## src/core/ebc_pkg.sv

```systemverilog
// Shared constants and types for the external bus cycle sequencer
package ebc_pkg;
    localparam int ADDR_W     = 24;
    localparam int DATA_W     = 16;
    localparam int CNT_W      = 6;
    localparam int UNIT_W     = 4;
    localparam int WIN_LSB    = 16;
    localparam int WIN_W      = ADDR_W - WIN_LSB;

    localparam logic [CNT_W-1:0]  AB_BASE     = 6'h01;
    localparam logic [CNT_W-1:0]  ACCESS_BASE = 6'h01;
    localparam logic [CNT_W-1:0]  WAIT_LEN    = 6'h01;
    localparam logic [CNT_W-1:0]  CNT_ONE     = 6'h01;
    localparam logic [CNT_W-1:0]  CNT_ZERO    = 6'h00;
    localparam logic [UNIT_W-1:0] UNIT_ZERO   = 4'h0;
    localparam logic [UNIT_W-1:0] UNIT_ONE    = 4'h1;

    localparam logic [ADDR_W-1:0] ADDR_RST    = 24'h000000;
    localparam logic [DATA_W-1:0] DATA_RST    = 16'h0000;
    localparam logic [WIN_W-1:0]  WIN_RST     = 8'h00;

    typedef enum logic [2:0] {
        EBC_IDLE,
        EBC_ADDR,
        EBC_CMD,
        EBC_WDATA,
        EBC_ACCESS,
        EBC_WAIT,
        EBC_HOLD
    } ebc_phase_t;
endpackage

```

## src/core/ebc_tmr_if.sv

```systemverilog
// Link between the sequencer and its phase timer
`timescale 1ns/1ps
interface ebc_tmr_if;
    logic                      load;
    logic [ebc_pkg::CNT_W-1:0] load_val;
    logic [ebc_pkg::UNIT_W-1:0] unit_len;
    logic                      done;

    modport seq (output load, output load_val, output unit_len, input done);
    modport tmr (input load, input load_val, input unit_len, output done);
endinterface

```

## src/core/ebc_phase_timer.sv

```systemverilog
// Phase timer: timing-unit divider plus phase length down counter
`timescale 1ns/1ps
module ebc_phase_timer (
    input  wire logic clock,
    input  wire logic rst_n,
    ebc_tmr_if.tmr    tmr
);
    logic [ebc_pkg::UNIT_W-1:0] div_q;
    logic [ebc_pkg::UNIT_W-1:0] div_d;
    logic [ebc_pkg::CNT_W-1:0]  cnt_q;
    logic [ebc_pkg::CNT_W-1:0]  cnt_d;
    logic [ebc_pkg::UNIT_W-1:0] unit_last;
    logic                       tick;

    always_comb begin
        // A unit length of zero is treated as one system clock
        unit_last = (tmr.unit_len == ebc_pkg::UNIT_ZERO) ? ebc_pkg::UNIT_ZERO
                                                         : tmr.unit_len - ebc_pkg::UNIT_ONE;
        // Independent of load, so done never loops back through the load request
        tick      = (div_q == unit_last);
        tmr.done  = tick && (cnt_q <= ebc_pkg::CNT_ONE); // RULE14
        div_d     = div_q;
        cnt_d     = cnt_q;
        if (tmr.load) begin
            div_d = ebc_pkg::UNIT_ZERO;
            cnt_d = tmr.load_val;
        end else if (tick) begin
            div_d = ebc_pkg::UNIT_ZERO;
            if (cnt_q != ebc_pkg::CNT_ZERO) begin
                cnt_d = cnt_q - ebc_pkg::CNT_ONE; // RULE14
            end
        end else begin
            div_d = div_q + ebc_pkg::UNIT_ONE;
        end
    end

    always_ff @(posedge clock) begin
        if (!rst_n) begin
            div_q <= ebc_pkg::UNIT_ZERO;
            cnt_q <= ebc_pkg::CNT_ZERO;
        end else begin
            div_q <= div_d;
            cnt_q <= cnt_d;
        end
    end
endmodule

```

## src/core/ebc_bus_seq.sv

```systemverilog
// External bus cycle sequencer with programmable phases and READY control
`timescale 1ns/1ps
// Functional notes
// (RULE1) Five phases in fixed order every cycle
// (RULE2) Phase lengths come from chip-select timing ports
// (RULE3) READY may stretch access until it allows end
// (RULE4) Address setup lasts one or two units
// (RULE5) Window change adds zero to three units
// (RULE6) Write-data/tristate phase is zero or one unit
// (RULE7) Hold phase is zero to three units
// (RULE8) Command delay 0..3, access 1..32 units
// (RULE9) Reference clock out is system clock, driver enabled
// (RULE10) READY polarity is selectable
// (RULE11) Sync READY direct; async adds synchronizer, wait
// (RULE12) READY inactive adds wait, active ends cycle
// (RULE13) Read data captured as read strobe rises
// (RULE14) Phases counted in whole units, advance on expiry
module ebc_bus_seq (
    input  wire logic                          clock,
    input  wire logic                          rst_n,
    // cs_timing_config fields
    input  wire logic                          addr_setup_len,
    input  wire logic [1:0]                    addr_win_ext,
    input  wire logic [1:0]                    cmd_delay_len,
    input  wire logic                          wdata_setup_len,
    input  wire logic [4:0]                    access_len,
    input  wire logic [1:0]                    hold_len,
    input  wire logic [ebc_pkg::UNIT_W-1:0]    phase_time_unit,
    input  wire logic                          ready_en,
    input  wire logic                          ready_pol,
    input  wire logic                          ready_async,
    // Reference clock pin control
    input  wire logic                          ext_clk_sel_sys,
    input  wire logic                          ext_clk_drv_en,
    output logic                               ext_clock_pin_out,
    output logic                               ext_clock_pin_oe,
    // Request side
    input  wire logic                          req_valid,
    output logic                               req_ready,
    input  wire logic                          req_write,
    input  wire logic [ebc_pkg::ADDR_W-1:0]    req_addr,
    input  wire logic [ebc_pkg::DATA_W-1:0]    req_wdata,
    output logic                               resp_valid,
    output logic [ebc_pkg::DATA_W-1:0]         resp_rdata,
    output logic                               busy,
    // External bus pins
    output logic [ebc_pkg::ADDR_W-1:0]         bus_addr,
    output logic                               bus_ale,
    output logic                               bus_cs_n,
    output logic                               bus_rd_n,
    output logic                               bus_wr_n,
    input  wire logic [ebc_pkg::DATA_W-1:0]    bus_data_in,
    output logic [ebc_pkg::DATA_W-1:0]         bus_data_out,
    output logic                               bus_data_oe,
    input  wire logic                          bus_ready
);
    ebc_tmr_if tmr_if ();

    ebc_phase_timer u_timer (
        .clock (clock),
        .rst_n (rst_n),
        .tmr   (tmr_if.tmr)
    );

    ebc_pkg::ebc_phase_t             state_q;
    ebc_pkg::ebc_phase_t             state_d;
    logic                            write_q;
    logic                            write_d;
    logic [ebc_pkg::ADDR_W-1:0]      addr_q;
    logic [ebc_pkg::ADDR_W-1:0]      addr_d;
    logic [ebc_pkg::DATA_W-1:0]      wdata_q;
    logic [ebc_pkg::DATA_W-1:0]      wdata_d;
    logic [ebc_pkg::DATA_W-1:0]      rdata_q;
    logic [ebc_pkg::DATA_W-1:0]      rdata_d;
    logic                            resp_q;
    logic                            resp_d;
    logic [ebc_pkg::WIN_W-1:0]       win_q;
    logic [ebc_pkg::WIN_W-1:0]       win_d;
    logic                            win_vld_q;
    logic                            win_vld_d;
    logic                            ale_q;
    logic                            cs_n_q;
    logic                            rd_n_q;
    logic                            wr_n_q;
    logic                            doe_q;
    logic                            rdy_s1_q;
    logic                            rdy_s2_q;
    logic                            rdy_seen;
    logic                            finish;
    logic                            load;
    logic [ebc_pkg::CNT_W-1:0]       load_val;

    // Length of a phase in timing units, zero means the phase is skipped
    function automatic logic [ebc_pkg::CNT_W-1:0] phase_len(
        input ebc_pkg::ebc_phase_t ph,
        input logic                win_chg
    );
        logic [ebc_pkg::CNT_W-1:0] len;
        len = ebc_pkg::CNT_ZERO;
        unique case (ph)
            ebc_pkg::EBC_ADDR: begin
                len = ebc_pkg::AB_BASE + {5'h00, addr_setup_len}; // RULE4
                if (win_chg) begin
                    len = len + {4'h0, addr_win_ext}; // RULE5
                end
            end
            ebc_pkg::EBC_CMD:    len = {4'h0, cmd_delay_len}; // RULE8
            ebc_pkg::EBC_WDATA:  len = {5'h00, wdata_setup_len}; // RULE6
            ebc_pkg::EBC_ACCESS: len = ebc_pkg::ACCESS_BASE + {1'b0, access_len}; // RULE8
            ebc_pkg::EBC_WAIT:   len = ebc_pkg::WAIT_LEN;
            ebc_pkg::EBC_HOLD:   len = {4'h0, hold_len}; // RULE7
            ebc_pkg::EBC_IDLE:   len = ebc_pkg::CNT_ZERO;
        endcase
        return len;
    endfunction

    // Next phase in the fixed order, skipping phases programmed to zero
    function automatic ebc_pkg::ebc_phase_t next_phase(input ebc_pkg::ebc_phase_t ph);
        ebc_pkg::ebc_phase_t nx;
        nx = ebc_pkg::EBC_IDLE;
        unique case (ph)
            ebc_pkg::EBC_ADDR: begin
                nx = ebc_pkg::EBC_CMD;
                if (cmd_delay_len == 2'h0) begin
                    nx = wdata_setup_len ? ebc_pkg::EBC_WDATA : ebc_pkg::EBC_ACCESS;
                end
            end
            ebc_pkg::EBC_CMD:
                nx = wdata_setup_len ? ebc_pkg::EBC_WDATA : ebc_pkg::EBC_ACCESS;
            ebc_pkg::EBC_WDATA:  nx = ebc_pkg::EBC_ACCESS;
            ebc_pkg::EBC_ACCESS,
            ebc_pkg::EBC_WAIT:
                nx = (hold_len == 2'h0) ? ebc_pkg::EBC_IDLE : ebc_pkg::EBC_HOLD;
            ebc_pkg::EBC_HOLD:   nx = ebc_pkg::EBC_IDLE;
            ebc_pkg::EBC_IDLE:   nx = ebc_pkg::EBC_IDLE;
        endcase
        return nx;
    endfunction

    // READY after polarity; async mode reads the synchronised copy only
    always_comb begin
        if (ready_async) begin
            rdy_seen = (rdy_s2_q == ready_pol); // RULE10 RULE11
        end else begin
            rdy_seen = (bus_ready == ready_pol); // RULE10 RULE11
        end
    end

    always_comb begin
        state_d   = state_q;
        write_d   = write_q;
        addr_d    = addr_q;
        wdata_d   = wdata_q;
        rdata_d   = rdata_q;
        win_d     = win_q;
        win_vld_d = win_vld_q;
        resp_d    = 1'b0;
        finish    = 1'b0;
        load      = 1'b0;
        load_val  = ebc_pkg::CNT_ZERO;
        unique case (state_q)
            ebc_pkg::EBC_IDLE: begin
                if (req_valid) begin
                    write_d   = req_write;
                    addr_d    = req_addr;
                    wdata_d   = req_wdata;
                    win_d     = req_addr[ebc_pkg::ADDR_W-1:ebc_pkg::WIN_LSB];
                    win_vld_d = 1'b1;
                    state_d   = ebc_pkg::EBC_ADDR; // RULE1
                    load      = 1'b1;
                    load_val  = phase_len(ebc_pkg::EBC_ADDR,
                                          !win_vld_q || (win_q != win_d)); // RULE5
                end
            end
            ebc_pkg::EBC_ACCESS,
            ebc_pkg::EBC_WAIT: begin
                if (tmr_if.done) begin
                    if (!ready_en) begin
                        finish = 1'b1;
                    end else if (ready_async && (state_q == ebc_pkg::EBC_ACCESS)) begin
                        state_d  = ebc_pkg::EBC_WAIT; // RULE11
                        load     = 1'b1;
                        load_val = ebc_pkg::WAIT_LEN;
                    end else if (rdy_seen) begin
                        finish = 1'b1; // RULE3 RULE12
                    end else begin
                        state_d  = ebc_pkg::EBC_WAIT; // RULE3 RULE12
                        load     = 1'b1;
                        load_val = ebc_pkg::WAIT_LEN;
                    end
                end
                if (finish) begin
                    if (!write_q) begin
                        rdata_d = bus_data_in; // RULE13
                    end
                    state_d = next_phase(state_q); // RULE1
                    resp_d  = (state_d == ebc_pkg::EBC_IDLE);
                    if (state_d != ebc_pkg::EBC_IDLE) begin
                        load     = 1'b1;
                        load_val = phase_len(state_d, 1'b0);
                    end
                end
            end
            default: begin
                if (tmr_if.done) begin
                    state_d = next_phase(state_q); // RULE1 RULE14
                    resp_d  = (state_d == ebc_pkg::EBC_IDLE);
                    if (state_d != ebc_pkg::EBC_IDLE) begin
                        load     = 1'b1;
                        load_val = phase_len(state_d, 1'b0); // RULE2
                    end
                end
            end
        endcase
    end

    always_comb begin
        tmr_if.load     = load;
        tmr_if.load_val = load_val;
        tmr_if.unit_len = phase_time_unit; // RULE14
    end

    always_ff @(posedge clock) begin
        if (!rst_n) begin
            state_q   <= ebc_pkg::EBC_IDLE;
            write_q   <= 1'b0;
            addr_q    <= ebc_pkg::ADDR_RST;
            wdata_q   <= ebc_pkg::DATA_RST;
            rdata_q   <= ebc_pkg::DATA_RST;
            resp_q    <= 1'b0;
            win_q     <= ebc_pkg::WIN_RST;
            win_vld_q <= 1'b0;
            ale_q     <= 1'b0;
            cs_n_q    <= 1'b1;
            rd_n_q    <= 1'b1;
            wr_n_q    <= 1'b1;
            doe_q     <= 1'b0;
            rdy_s1_q  <= 1'b0;
            rdy_s2_q  <= 1'b0;
        end else begin
            state_q   <= state_d;
            write_q   <= write_d;
            addr_q    <= addr_d;
            wdata_q   <= wdata_d;
            rdata_q   <= rdata_d;
            resp_q    <= resp_d;
            win_q     <= win_d;
            win_vld_q <= win_vld_d;
            ale_q     <= (state_d == ebc_pkg::EBC_ADDR);
            cs_n_q    <= (state_d == ebc_pkg::EBC_IDLE);
            rd_n_q    <= write_d || !((state_d == ebc_pkg::EBC_ACCESS) ||
                                      (state_d == ebc_pkg::EBC_WAIT)); // RULE13
            wr_n_q    <= !write_d || !((state_d == ebc_pkg::EBC_ACCESS) ||
                                       (state_d == ebc_pkg::EBC_WAIT));
            doe_q     <= write_d && (state_d != ebc_pkg::EBC_IDLE) &&
                         (state_d != ebc_pkg::EBC_ADDR) && (state_d != ebc_pkg::EBC_CMD);
            rdy_s1_q  <= bus_ready; // RULE11
            rdy_s2_q  <= rdy_s1_q;
        end
    end

    // Pin carries the system clock itself when selected and driven
    assign ext_clock_pin_out = ext_clk_sel_sys & clock; // RULE9
    assign ext_clock_pin_oe  = ext_clk_drv_en; // RULE9

    assign req_ready    = (state_q == ebc_pkg::EBC_IDLE);
    assign busy         = (state_q != ebc_pkg::EBC_IDLE);
    assign resp_valid   = resp_q;
    assign resp_rdata   = rdata_q;
    assign bus_addr     = addr_q;
    assign bus_ale      = ale_q;
    assign bus_cs_n     = cs_n_q;
    assign bus_rd_n     = rd_n_q;
    assign bus_wr_n     = wr_n_q;
    assign bus_data_out = wdata_q;
    assign bus_data_oe  = doe_q;
endmodule

```

## config.mk

```make
export PLATFORM = sky130hd
export DESIGN_NAME = ebc_bus_seq
export DESIGN_NICKNAME = d
export VERILOG_FILES = /design/src/core/ebc_pkg.sv /design/src/core/ebc_tmr_if.sv /design/src/core/ebc_phase_timer.sv /design/src/core/ebc_bus_seq.sv
export SDC_FILE = /design/constraint.sdc
export NUM_CORES = 1
export LEC_CHECK = 0
export ABC_AREA = 1
export BUFFER_PORTS_ARGS = -buffer_cell sky130_fd_sc_hd__buf_2
export CAP_MARGIN = 20
export CORE_UTILIZATION = 32
export CTS_CLUSTER_SIZE = 16
export DETAILED_ROUTE_END_ITERATION = 6
export PLACE_DENSITY = 0.59
export SLEW_MARGIN = 20
export SYNTH_ARGS = -nofsm -noshare
export SYNTH_HDL_FRONTEND = slang
export SYNTH_SLANG_ARGS = --single-unit
```

## constraint.sdc

```tcl
create_clock -name clock -period 4.2 [get_ports clock]
set_input_delay 0.42 -clock clock [delete_from_list [all_inputs] [get_ports clock]]
set_output_delay 0.42 -clock clock [all_outputs]
set_load 0.05 [all_outputs]
```

Word level (Yosys, flattened, before mapping):

Index checks and enable logic that the tools add are counted.

* reduce and logical (&&, ||, !) cells: 32
* bitwise gates (word level): 3
* muxes and demuxes: 54
* add/subtract/negate cells: 6
* order comparisons: 1
* eq/ne operators: 27

Operator list (number)
* 6-bit case mux with 7 select lines: 2
* 6-bit 2-to-1 mux: 9
* 3-bit 2-to-1 mux: 14
* 3-bit equality test, second input constant: 11
* 1-bit 2-to-1 mux: 23
* 3-bit by 2-bit equality test with 1-bit output, second input constant: 6
* 3-bit by 1-bit equality test with 1-bit output, second input constant: 4
* 3-bit zero test: 4
* 3-bit case mux with 4 select lines: 1
* 6-bit case mux with 2 select lines: 1
* 3-bit nonzero test: 4
* 8-bit inequality test: 1
* 1-bit by 5-bit adder with 6-bit output, first input constant: 1
* 6-bit by 2-bit adder with 6-bit output: 1
* 6-bit by 1-bit <= comparator with 1-bit output, second input constant: 1
* 3-bit case mux with 2 select lines: 1
* 6-bit nonzero test: 1
* 3-bit OR reduction: 2
* 6-bit by 1-bit subtractor with 6-bit output, second input constant: 1
* 1-bit logical AND: 5
* 4-bit by 1-bit adder with 4-bit output, second input constant: 1
* 4-bit equality test: 1
* 2-bit zero test: 2
* 4-bit zero test: 1
* 15 further kinds: 25

* bits of input ports: 83
* flip-flop bits (word level): 87
* word-level logic and storage cells: 140
* output and inout bits: 66

Depth between registers and ports, before layout:

* word-level depth: 15
* mapped depth: 17
* depth with buffers taken out: 17

By module:

From an unflattened synthesis, not the netlist that was laid out.

* cell total of the unflattened synthesis: 531
* area, all modules: 3817.4 um^2

By module, submodules not included
* ebc_bus_seq: cells each 405, times used 1, area each 3044.2 um^2, seq. area each 1381.3 um^2
* ebc_phase_timer: cells each 126, times used 1, area each 773.2 um^2, seq. area each 200.2 um^2

==> metrics.md <==
| Metric | Value |
|---|---|
| Status | complete, no violations |
| Critical Path End Type | output pin |
| Num rows | 40 |
| Skew final | 10.26 ps |
| Final TNS setup | 0 ps |
| Part of the power in registers | a little under two fifths |
| Top-area cell type share of the netlist area | 39.84% |
| Post-synth ARST share | 0% |
| Sw Pwr | ~0.68 mW |
| Synthesized area per cell | between 7 and 8 µm² |
| DRC | 0 |
| Final Slew Violations | 0 |
| Clock transition at path regs | about 70 ps |
| Post-cts sizing count | 0 |
| Synth area leaders | dfxtp_1 40%, nand2_1 13%, inv_1 6.4%, a21oi_1 5.9%, a211oi_2 5.0% |
| Fillers | approximately 1200 |
| Syn_nets | between 600 and 700 |
| First-pass GRT wire length | 16660 µm |
| Post-layout nets | slightly below 800 |
| Vias in the first global route | ~3700 |
| P_leak | 2.508 nW |
| Fraction of layout cells with a size suffix above 1 | 32.85% |
| Tightest Pin Transition | 829.8 ps |
| Syn. warnings | 0 |
| Die ar. | roughly 13000 µm² |
| Gate power share | between 10% and 20% |
| Post-synth EDFFs | 0 |
| Mapped cell area | between 3000 and 4000 µm² |
| Post-DP HPWL | 7461 µm |
| GRT Util Overall | 16.54% |
| Routability Congestion | 0.8661 |
| Via Count | between 3000 and 4000 |
| Routed wire length | a little over 10000 µm |
| FF/Latch Area | about 1600 µm² |
| Max Cap Violations | 0 |
| Initial core utilization | around a third |
| Clk Latency, worst-skew pair | between 400 and 500 ps |
| Area of the multi-input gates | about 2000 µm² |
| Clk network pwr share | between 40 and 50% |
| DR pass1 iterations | 4 |
| RSZ-0062 raised after global routing | no |
| Chip Width | 113.4 µm |
| CTS tree | done |
| Switch share | roughly 31% |
| Placed instance area | 4817 µm² |
| Crit path kind | clk -> out |
| Ys flop type | dfxtp_1 |
| Power Density | roughly 420 nW/µm² |
| Worst hold path type | in -> reg |
| Synth Register Bits | 79 |
| Worst VDD drop | roughly 0.00025 V |
| Distinct cells, synth | 37 |
| Count leader, synth | nand2_1 |
| P&R area growth vs syn | 31.11% |
| Internal Power | around 1.5 mW |
| Largest net degree at the start of global routing | 59 |
| Leading area contributor after synthesis | dfxtp_1 |
| Worst rel slew slack | between 40 and 50% |
| Sequential area share after synthesis | around 40% |
| Hold buffers post-CTS | 0 |
| Final antenna-violating net count | 0 |
| Ant. Diodes | 0 |
| Worst EP arrival | ~2600 ps |
| I/O Buffers | about 150 |
| Gate Count Post-Synth | roughly 540 |
| Final hold violation count | 0 |
| CP Launch Type | clock port |
| Most frequent cells after synthesis | 139 x nand2_1, 79 x dfxtp_1, 68 x inv_1 |
| Core area | between 10000 and 15000 µm² |
| # setup viols final | 0 |
| Total grt overflow | 0 |
| Die height | between 100 and 150 µm |
| Drt via density | between 4 and 5 |
| DR iter-0 viols | about 190 |
| CP Data Required Time | roughly 3800 ps |
| Avg WL per Cell | 11.84 µm |
| Cell area after layout | roughly 5200 µm² |
| # IOs | ~150 |
| Postcts setup bufs | 0 |
| Critical-path maximum fanout | 2 |
| Initial antenna violation count | 0 |
## cells in the final DEF (no fill, tap or decap), drive strengths merged, types with 2 or more instances in the layout
master,Yosys,final
ha,5,5
a21oi,47,47
nor2,56,56
nor3,3,3
clkinvlp,0,2
o211ai,5,5
buf,10,148
xor2,7,7
nand2,155,155
o21ai,18,18
a211oi,16,16
clkinv,1,2
xnor2,3,3
nand3,31,31
inv,75,78
clkbuf,11,12
nand4,14,14
dfxtp,79,79
## worst paths after layout
check                    from           endpoint  slack (ps)  depth (start not counted)
max                     clock  ext_clock_pin_out        1150                          5
min reg2reg          rdy_s1_q           rdy_s2_q         430                          2
max reg2reg  u_timer.cnt_q[0]     resp_rdata[11]        1670                          7
min                 bus_ready           rdy_s1_q         190                          3
## final cells by class
class | count | share of cell area (%)
timing repair buffer | 147 | 14.23
multi-input combinational | 366 | 38.27
sequential | 79 | 30.38
tap | 168 | 4.038
inverter | 75 | 5.457
clock inverter | 8 | 1.755
clock buffer | 13 | 5.865
## logic make-up (layout without fill, tap and decap cells)
family                   Yosys count  in the layout  share of synthesized area [%]
AND/OR/NAND/NOR                  261            261                          30.60
buffers and inverters             97            243                          10.05
AO/OA/AOI/OAI                     89             89                          15.22
flip-flops                        79             79                          39.84
XOR/XNOR                          10             10                          2.206
adder cells (fa/ha/maj)            6              6                          2.080
## per-stage QoR
step | hold slack [ps] | std cells | utilization (%) | setup slack [ps] | total power, mW
2_1_floorplan | 390.5 | 542 | - | 1455 | 1.147
5_1_grt | 181.9 | 856 | 43.15 | 1109 | 2.306
3_5_place_dp | 406.9 | 837 | 39.94 | 1424 | 1.265
6_report | 191.5 | 856 | 43.15 | 1146 | 2.194
3_3_place_gp | 397.1 | 837 | 39.94 | 1424 | 1.256
4_1_cts | 176.7 | 856 | 43.15 | 1127 | 2.230
## sequential cells by signal (all words and copies together), names as in the netlist, 3 cells and up
register and flops:
state_q 3, u_timer.cnt_q 6, u_timer.div_q 4, bus_addr 24, resp_rdata 16, bus_data_out 16
## critical path: stages
cell       delay (ps)
clkbuf_16         120
clkbuf_16         120
nand2_1            50
inv_1              30
buf_2             200
## power by group through the flow
stage,clock (mW),combinational (mW),sequential [mW]
2_1_floorplan,0.0232,0.198,0.925
5_1_grt,1.04,0.447,0.817
4_1_cts,1.01,0.410,0.812
3_5_place_dp,0.0274,0.409,0.829
6_report,0.976,0.406,0.812
3_3_place_gp,0.0274,0.401,0.827
## metal layers
metal / global-route usage [%] / part of all wire [%] / vias to the layer above
met1: 20.38 / 46 / 1714
li1: - / - / 2006
met4: 8.860 / 1.8 / 0
met2: 25.73 / 46 / 115
met3: 5.313 / 6.5 / 16
met5: 0 / 0 / -
Note: power is estimated with default switching activity, not from simulation.
